## src/pkg/nel_pkg.sv

```systemverilog
/*
 * Constants for the NAND error-locator result registers: register byte
 * addresses, field positions, segment page ranges, bus response codes.
 * Assumes a 32-bit AXI4-Lite bus and 256-byte segments in a page.
 */
package nel_pkg;

	// Bus widths
	localparam int unsigned ADDR_W = 32;
	localparam int unsigned DATA_W = 32;

	// Page byte address width and segment geometry
	localparam int unsigned PAGE_ADDR_W = 12;
	localparam int unsigned SEG_LSB     = 8;
	localparam int unsigned NUM_SEGS    = 6;
	localparam int unsigned FIRST_SEG   = 4;

	// Field widths
	localparam int unsigned BIT_W    = 3;
	localparam int unsigned BYTE_W   = 8;
	localparam int unsigned PARITY_W = 11;

	// Field positions within a result word
	localparam int unsigned BIT_LSB    = 0;
	localparam int unsigned BYTE_LSB   = 3;
	localparam int unsigned PARITY_LSB = 12;

	// Register byte addresses
	localparam logic [ADDR_W-1:0] SEG4_ADDR = 32'h0FFF_E820;
	localparam logic [ADDR_W-1:0] SEG5_ADDR = 32'h0FFF_E824;
	localparam logic [ADDR_W-1:0] SEG6_ADDR = 32'h0FFF_E828;
	localparam logic [ADDR_W-1:0] SEG7_ADDR = 32'h0FFF_E82C;
	localparam logic [ADDR_W-1:0] SEG8_ADDR = 32'h0FFF_E830;
	localparam logic [ADDR_W-1:0] SEG9_ADDR = 32'h0FFF_E834;

	// First page byte of each segment
	localparam logic [PAGE_ADDR_W-1:0] SEG4_BASE = 12'h400;
	localparam logic [PAGE_ADDR_W-1:0] SEG5_BASE = 12'h500;
	localparam logic [PAGE_ADDR_W-1:0] SEG6_BASE = 12'h600;
	localparam logic [PAGE_ADDR_W-1:0] SEG7_BASE = 12'h700;
	localparam logic [PAGE_ADDR_W-1:0] SEG8_BASE = 12'h800;
	localparam logic [PAGE_ADDR_W-1:0] SEG9_BASE = 12'h900;

	// Reset value of a result word
	localparam logic [DATA_W-1:0] RESULT_RST = 32'h0000_0000;

	// AXI response codes
	localparam logic [1:0] RESP_OKAY   = 2'h0;
	localparam logic [1:0] RESP_SLVERR = 2'h2;

	// Write channel states
	typedef enum logic [0:0] {
		NEL_WR_IDLE = 1'b0,
		NEL_WR_RESP = 1'b1
	} nel_wr_state_t;

endpackage : nel_pkg

```

## src/logic/nel_seg_result.sv

```systemverilog
/*
 * One segment's error-location result word.
 * Assumes the ECC engine presents one result pulse per segment per page
 * read, with a page byte address that falls inside the segment.
 */
`timescale 1ns/1ps

module nel_seg_result #(
	parameter logic [nel_pkg::PAGE_ADDR_W-1:0] SEG_BASE = nel_pkg::SEG4_BASE
) (
	// Clock and reset
	input  wire logic                            aclk,
	input  wire logic                            aresetn,
	// Result from the ECC engine
	input  wire logic                            res_valid,
	input  wire logic [nel_pkg::PAGE_ADDR_W-1:0] res_byte_addr,
	input  wire logic [nel_pkg::BIT_W-1:0]       res_bit,
	input  wire logic                            res_single,
	input  wire logic [nel_pkg::PARITY_W-1:0]    res_parity,
	// Stored word
	output logic      [nel_pkg::DATA_W-1:0]      result_word
);

	// Result is meant for this segment
	logic in_seg;
	// Stored fields
	logic [nel_pkg::BIT_W-1:0]    bit_loc_r;
	logic [nel_pkg::BYTE_W-1:0]   byte_loc_r;
	logic [nel_pkg::PARITY_W-1:0] parity_r;

	// Upper page address bits select the segment
	assign in_seg = (res_byte_addr[nel_pkg::PAGE_ADDR_W-1:nel_pkg::SEG_LSB]
		== SEG_BASE[nel_pkg::PAGE_ADDR_W-1:nel_pkg::SEG_LSB]);

	// Load location on a single error, parity on every result
	always_ff @(posedge aclk) begin
		if (!aresetn) begin
			bit_loc_r  <= '0;
			byte_loc_r <= '0;
			parity_r   <= '0;
		end else if (res_valid && in_seg) begin
			parity_r <= res_parity;
			// Multiple errors keep old, meaningless locations
			if (res_single) begin // RL3
				bit_loc_r  <= res_bit; // RL1
				byte_loc_r <= res_byte_addr[nel_pkg::BYTE_W-1:0]; // RL2
			end
		end
	end

	// Pack fields; gaps at bits 11 and 23 up read zero
	always_comb begin
		result_word = nel_pkg::RESULT_RST;
		result_word[nel_pkg::BIT_LSB +: nel_pkg::BIT_W] = bit_loc_r; // RL11
		result_word[nel_pkg::BYTE_LSB +: nel_pkg::BYTE_W] = byte_loc_r;
		result_word[nel_pkg::PARITY_LSB +: nel_pkg::PARITY_W] = parity_r;
	end

endmodule : nel_seg_result

```

## src/logic/nel_result_regs.sv

```systemverilog
/*
 * Error-locator result registers for page segments four to nine, read by
 * software over an AXI4-Lite slave port.
 * Assumes one clock, a synchronous active-low reset, and an ECC engine
 * that reports one result per segment after each page read.
 */
// Design decision made here: the AXI4-Lite interface to the registers.
// Notes on behaviour
// RL1: Single error loads bit position in byte
// RL2: Single error loads byte index in segment
// RL3: Multiple errors leave location fields meaningless
// RL4: Segment four register covers bytes 1024-1279
// RL5: Segment five register covers bytes 1280-1535
// RL6: Segment six register covers bytes 1536-1791
// RL7: Segment seven register covers bytes 1792-2047
// RL8: Segment eight register covers bytes 2048-2303
// RL9: Segment nine register covers bytes 2304-2559
// RL10: Software saves parity into spare area
// RL11: Bit 2:0, byte 10:3, parity 22:12
// RL12: Writes to result registers are ignored
`timescale 1ns/1ps

module nel_result_regs (
	// Clock and reset
	input  wire logic                            aclk,
	input  wire logic                            aresetn,
	// Write address channel
	input  wire logic [nel_pkg::ADDR_W-1:0]      awaddr,
	input  wire logic [2:0]                      awprot,
	input  wire logic                            awvalid,
	output logic                                 awready,
	// Write data channel
	input  wire logic [nel_pkg::DATA_W-1:0]      wdata,
	input  wire logic [3:0]                      wstrb,
	input  wire logic                            wvalid,
	output logic                                 wready,
	// Write response channel
	output logic [1:0]                           bresp,
	output logic                                 bvalid,
	input  wire logic                            bready,
	// Read address channel
	input  wire logic [nel_pkg::ADDR_W-1:0]      araddr,
	input  wire logic [2:0]                      arprot,
	input  wire logic                            arvalid,
	output logic                                 arready,
	// Read data channel
	output logic [nel_pkg::DATA_W-1:0]           rdata,
	output logic [1:0]                           rresp,
	output logic                                 rvalid,
	input  wire logic                            rready,
	// Result from the ECC engine
	input  wire logic                            res_valid,
	input  wire logic [nel_pkg::PAGE_ADDR_W-1:0] res_byte_addr,
	input  wire logic [nel_pkg::BIT_W-1:0]       res_bit,
	input  wire logic                            res_single,
	input  wire logic [nel_pkg::PARITY_W-1:0]    res_parity
);

	// Segment base table, lowest segment first
	localparam logic [nel_pkg::PAGE_ADDR_W-1:0] SEG_BASES
		[nel_pkg::NUM_SEGS] = '{
		nel_pkg::SEG4_BASE, // RL4
		nel_pkg::SEG5_BASE, // RL5
		nel_pkg::SEG6_BASE, // RL6
		nel_pkg::SEG7_BASE, // RL7
		nel_pkg::SEG8_BASE, // RL8
		nel_pkg::SEG9_BASE  // RL9
	};

	// Result words of all segments
	logic [nel_pkg::DATA_W-1:0] seg_words [nel_pkg::NUM_SEGS];

	// Write channel state
	nel_pkg::nel_wr_state_t     wr_state_r;
	// Write address and data have been taken
	logic                       aw_held_r;
	logic                       w_held_r;
	// Captured write address
	logic [nel_pkg::ADDR_W-1:0] awaddr_r;
	// Registered write channel outputs
	logic                       awready_r;
	logic                       wready_r;
	logic                       bvalid_r;
	logic [1:0]                 bresp_r;

	// Registered read channel outputs
	logic                       arready_r;
	logic                       rvalid_r;
	logic [nel_pkg::DATA_W-1:0] rdata_r;
	logic [1:0]                 rresp_r;

	// Read decode results
	logic                       rd_hit;
	logic [nel_pkg::DATA_W-1:0] rd_word;
	// Write decode result
	logic                       wr_hit;

	// Unused inputs, kept for bus completeness
	logic                       unused_ok;
	assign unused_ok = ^{awprot, arprot, wdata, wstrb};

	// One result register per segment
	genvar g;
	generate
		for (g = 0; g < nel_pkg::NUM_SEGS; g++) begin : g_seg
			nel_seg_result #(
				.SEG_BASE (SEG_BASES[g])
			) u_seg (
				.aclk          (aclk),
				.aresetn       (aresetn),
				.res_valid     (res_valid),
				.res_byte_addr (res_byte_addr),
				.res_bit       (res_bit),
				.res_single    (res_single),
				.res_parity    (res_parity),
				.result_word   (seg_words[g])
			);
		end
	endgenerate

	// Read address decode into a result word
	always_comb begin
		rd_hit  = 1'b1;
		rd_word = nel_pkg::RESULT_RST;
		case (araddr)
			// Fifth page segment
			nel_pkg::SEG4_ADDR: rd_word = seg_words[0]; // RL4
			// Sixth page segment
			nel_pkg::SEG5_ADDR: rd_word = seg_words[1]; // RL5
			// Seventh page segment
			nel_pkg::SEG6_ADDR: rd_word = seg_words[2]; // RL6
			// Eighth page segment
			nel_pkg::SEG7_ADDR: rd_word = seg_words[3]; // RL7
			// Ninth page segment
			nel_pkg::SEG8_ADDR: rd_word = seg_words[4]; // RL8
			// Tenth page segment
			nel_pkg::SEG9_ADDR: rd_word = seg_words[5]; // RL9
			// Unmapped address reads zero with an error
			default: begin
				rd_hit  = 1'b0;
				rd_word = nel_pkg::RESULT_RST;
			end
		endcase
	end

	// Write address decode; mapped words accept and ignore data
	always_comb begin
		case (awaddr_r)
			nel_pkg::SEG4_ADDR: wr_hit = 1'b1;
			nel_pkg::SEG5_ADDR: wr_hit = 1'b1;
			nel_pkg::SEG6_ADDR: wr_hit = 1'b1;
			nel_pkg::SEG7_ADDR: wr_hit = 1'b1;
			nel_pkg::SEG8_ADDR: wr_hit = 1'b1;
			nel_pkg::SEG9_ADDR: wr_hit = 1'b1;
			default:            wr_hit = 1'b0;
		endcase
	end

	// Write address channel: take one address, hold until response
	always_ff @(posedge aclk) begin
		if (!aresetn) begin
			aw_held_r <= 1'b0;
			awready_r <= 1'b0;
			awaddr_r  <= '0;
		end else if (awvalid && awready_r) begin
			// Address taken; stop accepting
			aw_held_r <= 1'b1;
			awready_r <= 1'b0;
			awaddr_r  <= awaddr;
		end else if (wr_state_r == nel_pkg::NEL_WR_RESP && bready) begin
			// Response taken; open for the next write
			aw_held_r <= 1'b0;
			awready_r <= 1'b1;
		end else if (wr_state_r == nel_pkg::NEL_WR_IDLE && !aw_held_r) begin
			// Idle and empty, offer ready
			awready_r <= 1'b1;
		end
	end

	// Write data channel: take one beat, data is discarded
	always_ff @(posedge aclk) begin
		if (!aresetn) begin
			w_held_r <= 1'b0;
			wready_r <= 1'b0;
		end else if (wvalid && wready_r) begin
			// Data taken and dropped
			w_held_r <= 1'b1;
			wready_r <= 1'b0;
		end else if (wr_state_r == nel_pkg::NEL_WR_RESP && bready) begin
			// Response taken; open for the next write
			w_held_r <= 1'b0;
			wready_r <= 1'b1;
		end else if (wr_state_r == nel_pkg::NEL_WR_IDLE && !w_held_r) begin
			// Idle and empty, offer ready
			wready_r <= 1'b1;
		end
	end

	// Write response: once both halves are in, answer without storing
	always_ff @(posedge aclk) begin
		if (!aresetn) begin
			wr_state_r <= nel_pkg::NEL_WR_IDLE;
			bvalid_r   <= 1'b0;
			bresp_r    <= nel_pkg::RESP_OKAY;
		end else begin
			case (wr_state_r)
				// Wait for address and data
				nel_pkg::NEL_WR_IDLE: begin
					if (aw_held_r && w_held_r) begin
						wr_state_r <= nel_pkg::NEL_WR_RESP;
						bvalid_r   <= 1'b1;
						// Read-only words: okay, nothing changes RL12
						bresp_r    <= wr_hit ? nel_pkg::RESP_OKAY
							: nel_pkg::RESP_SLVERR;
					end
				end
				// Hold response until master takes it
				nel_pkg::NEL_WR_RESP: begin
					if (bready) begin
						wr_state_r <= nel_pkg::NEL_WR_IDLE;
						bvalid_r   <= 1'b0;
					end
				end
				// Recover from an illegal code
				default: begin
					wr_state_r <= nel_pkg::NEL_WR_IDLE;
					bvalid_r   <= 1'b0;
				end
			endcase
		end
	end

	// Read channel: one read at a time, data one edge after address
	always_ff @(posedge aclk) begin
		if (!aresetn) begin
			arready_r <= 1'b0;
			rvalid_r  <= 1'b0;
			rdata_r   <= nel_pkg::RESULT_RST;
			rresp_r   <= nel_pkg::RESP_OKAY;
		end else if (arvalid && arready_r) begin
			// Address taken; present selected word
			arready_r <= 1'b0;
			rvalid_r  <= 1'b1;
			rdata_r   <= rd_word;
			rresp_r   <= rd_hit ? nel_pkg::RESP_OKAY
				: nel_pkg::RESP_SLVERR;
		end else if (rvalid_r && rready) begin
			// Data taken; open for the next read
			rvalid_r  <= 1'b0;
			arready_r <= 1'b1;
		end else if (!rvalid_r) begin
			// Idle, offer ready
			arready_r <= 1'b1;
		end
	end

	// Outputs come straight from flops
	assign awready = awready_r;
	assign wready  = wready_r;
	assign bvalid  = bvalid_r;
	assign bresp   = bresp_r;
	assign arready = arready_r;
	assign rvalid  = rvalid_r;
	assign rdata   = rdata_r;
	assign rresp   = rresp_r;

endmodule : nel_result_regs

```

## config.mk

```make
export PLATFORM = sky130hd
export DESIGN_NAME = nel_result_regs
export DESIGN_NICKNAME = d
export VERILOG_FILES = /design/src/pkg/nel_pkg.sv /design/src/logic/nel_seg_result.sv /design/src/logic/nel_result_regs.sv
export SDC_FILE = /design/constraint.sdc
export NUM_CORES = 1
export LEC_CHECK = 0
export BUFFER_PORTS_ARGS = -buffer_cell sky130_fd_sc_hd__clkbuf_2
export CAP_MARGIN = 20
export CELL_PAD_IN_SITES_DETAIL_PLACEMENT = 1
export CELL_PAD_IN_SITES_GLOBAL_PLACEMENT = 1
export CORE_MARGIN = 8
export CORE_UTILIZATION = 44
export CTS_CLUSTER_SIZE = 16
export DETAILED_ROUTE_END_ITERATION = 8
export GPL_TIMING_DRIVEN = 0
export PLACE_DENSITY_LB_ADDON = 0.12
export SYNTH_ARGS = -nofsm -noshare
export SYNTH_HDL_FRONTEND = slang
export SYNTH_SLANG_ARGS = --single-unit
```

## constraint.sdc

```tcl
create_clock -name aclk -period 4 [get_ports aclk]
set_input_delay 0.6 -clock aclk [delete_from_list [all_inputs] [get_ports aclk]]
set_output_delay 0.6 -clock aclk [all_outputs]
set_load 0.01 [all_outputs]
```

==> results.yml <==
sta:
  fin_worst_skew_ns: 0.00612
  worst_slack_ns: 2.06
  grt_setup_unrepaired: "no"
  fin_crit_sh_pct: 48.6
  timing.fmax_ghz: 0.514
  relSlewSlack_pct: 54.6
  finalCriticalPeriod_ns: 1.94
  finalHoldViolCount: 0
  worst_pin_slew_ns: 0.681
  setup-violations-final: 0
  finalSetupTns_ns: 0
  whs_ns: 0.392
  drv_slew: 0
die:
  initial_core_util_pct: 44.7
  dieArea_mm2: 0.0245
  core_area_mm2: 0.0194
  chipHeight_um: 156
  die_w_um: 156
  design.portCount: 182
  rows: 51
clocking:
  numCtsBuffers: 17
  clk_pin_slew_ns: 0.07
  htreeDepth: 4
  cts_tree: "done"
  postCtsSetupBuffers: 0
  clock_sinks: 195
  hold_buffers: 0
  clock_latency_ns: 0.43
  cts_max_path_buffers: 2
  cts-resized-gates: 0
  clockRootBuffer: "clkbuf_16"
place:
  gp_congestion: 0.797
  io_buffers: 121
  place_ws_ns: 1.63
  placed_cells: 1341
  dp.final_hpwl_um: 19900
drt:
  drcViolationCount: 0
  wl_per_cell_um: 19.8
  drt-total-wl_um: 27200
  first_pass_iters: 6
  vias_per_cell: 5.31
  drtAntennaViolNets: 0
  vias: 7296
  drt_iter0_drc: 362
worst_setup_path:
  cp-end-kind: "register"
  critPathMaxFanout: 10
  startpoint_type: "input port"
  worstPathArrival_ns: 2.28
  path_class: "input port to register"
  cp_data_required_time_ns: 4.34
synth:
  mappedNetlistArea_mm2: 0.00867
  synth_compound_area_share_pct: 13.7
  syn_avg_cell_area_um2: 9.19
  synthAdderAreaFrac_pct: 0
  muxShareOfSynthArea_pct: 15.4
  yosysSeqAreaShare_pct: 45.0
  synth_xor_area_share_pct: 0
  synth_simple_gate_area_share_pct: 21.0
  yosys_warnings: 0
  synthDistinctLibCells: 48
  synthCells: 944
  yosysTopAreaCellShare_pct: 45.0
  synth_top_area_cell: "dfxtp_1"
  synth_top_family_by_area: "simple AND/OR/NAND/NOR gates"
  ys_ff_latch: 195
  synth_area_leaders: "dfxtp_1 (45%), mux2i_1 (15%), a21boi_0 (7.6%)"
global_route:
  grt_pass1_wl_um: 42800
  antenna_found_initial: 0
  grt_max_degree: 19
  gr-usage-all-layers_pct: 22.6
  overflow: 0
  grt_pass1_vias: 7774
layout:
  layout_commonest_cell: "dfxtp_1"
  seqCellArea_mm2: 0.00390
  area_delta_synth_final_pct: 17.9
  fin_cells: 1373
  drive_gt1_share_pct: 17.4
  post-route-util_pct: 52.7
  layout_common_cells: "dfxtp_1 (195), nand2_1 (135), mux2i_1 (132)"
  diodes: 0
  multi_input_area_mm2: 0.00439
  final_nets: 1236
  fillers: 2355
flow_run:
  maxCapViolations: 0
power:
  ir_worst_vdd_v: 0.000295
  power_density_mw_per_mm2: 394
  leakagePower_nw: 4.01
outcome:
  status: "finished, final reports clean"
min_path:
  min_path_type: "input port to register"
-- critical path, cell delays in order --
cell      delay [ns]
clkbuf_1        0.37
clkbuf_1        0.45
clkbuf_1        0.58
nand3_1         0.17
o31ai_1         0.11
-- where the power goes --
part           switching (mW)  total, mW  leakage [nW]  internal, mW
logic                   0.206      0.336          2.15         0.130
clock network           0.817       1.70         0.278         0.878
registers              0.0194       1.99          1.58          1.97
total                    1.04       4.03          4.01          2.98
-- logic make-up (layout without fill, tap and decap cells) --
family | count (synthesis) | after routing
AOI/OAI and AO/OA | 165 | 165
buffers and inverters | 90 | 243
other | 1 | 12
muxes | 133 | 133
and+or+nand+nor | 360 | 360
DFF | 195 | 195
-- routing by layer --
layer	routed length (um)	track usage [%]
met2	13300	39.3
met5	0	0
met3	1850	6.01
met1	11700	27.1
met4	394	5.95
-- synth_stat cells, drive strengths merged --
cell	n
nand3	65
inv	1
o21ai	24
a221oi	10
or3	1
nor3	11
dfxtp	195
o211a	2
or3b	1
or2	1
nand4b	5
a31oi	1
nor4bb	1
nor4b	3
conb	1
and3	2
mux2i	132
a21boi	88
nand2b	4
o31ai	12
nand4	4
o21a	2
nor3b	1
and2	6
clkbuf	54
buf	35
mux2	1
and4b	1
a21oi	2
nor2b	81
o311a	1
nor4	2
nor2	30
nand2	135
a2111oi	1
a22o	1
or4b	4
o22ai	12
o2bb2ai	9
and3b	2
-- cell type report --
class                   instances  area share, %
inverters                       1         0.0367
well taps                     265           3.24
multi-input cells             670           42.9
plain buffers                  89           4.09
clock inverters                15           1.42
repair buffers                121           5.92
clock buffers                  17           4.16
flip-flops and latches        195           38.2
-- sequential cells by signal (all words and copies together), names as in the netlist --
register / flops
g_seg.u_seg.parity_r: 66
awaddr_r: 31
rdata: 22
g_seg.u_seg.byte_loc_r: 48
rvalid: 1
w_held_r: 1
wr_state_r: 1
aw_held_r: 1
rresp: 1
g_seg.u_seg.bit_loc_r: 18
awready: 1
bresp: 1
arready: 1
bvalid: 1
wready: 1
-- final timing paths --
kind                        startpoint                        end  slack [ns]  cells after the start
max reg2reg  awaddr_r[31]$_SDFFE_PN0P_      bresp[1]$_SDFFE_PN0P_        2.35                      3
min reg2reg     rdata[19]$_SDFFE_PN0P_     rdata[19]$_SDFFE_PN0P_        0.46                      2
max                            aresetn     rdata[21]$_SDFFE_PN0P_        2.06                      5
min                         awaddr[11]  awaddr_r[11]$_SDFFE_PN0P_        0.39                      3
-- per-stage QoR --
stage	total power [mW]	cell area (um2)
after global routing	4.17	10200
after floorplan	2.22	8710
final	4.03	10200
after CTS	4.05	10200
after detailed placement	2.37	9650
after global placement	2.37	9650
Note: power is estimated with default switching activity, not from simulation.
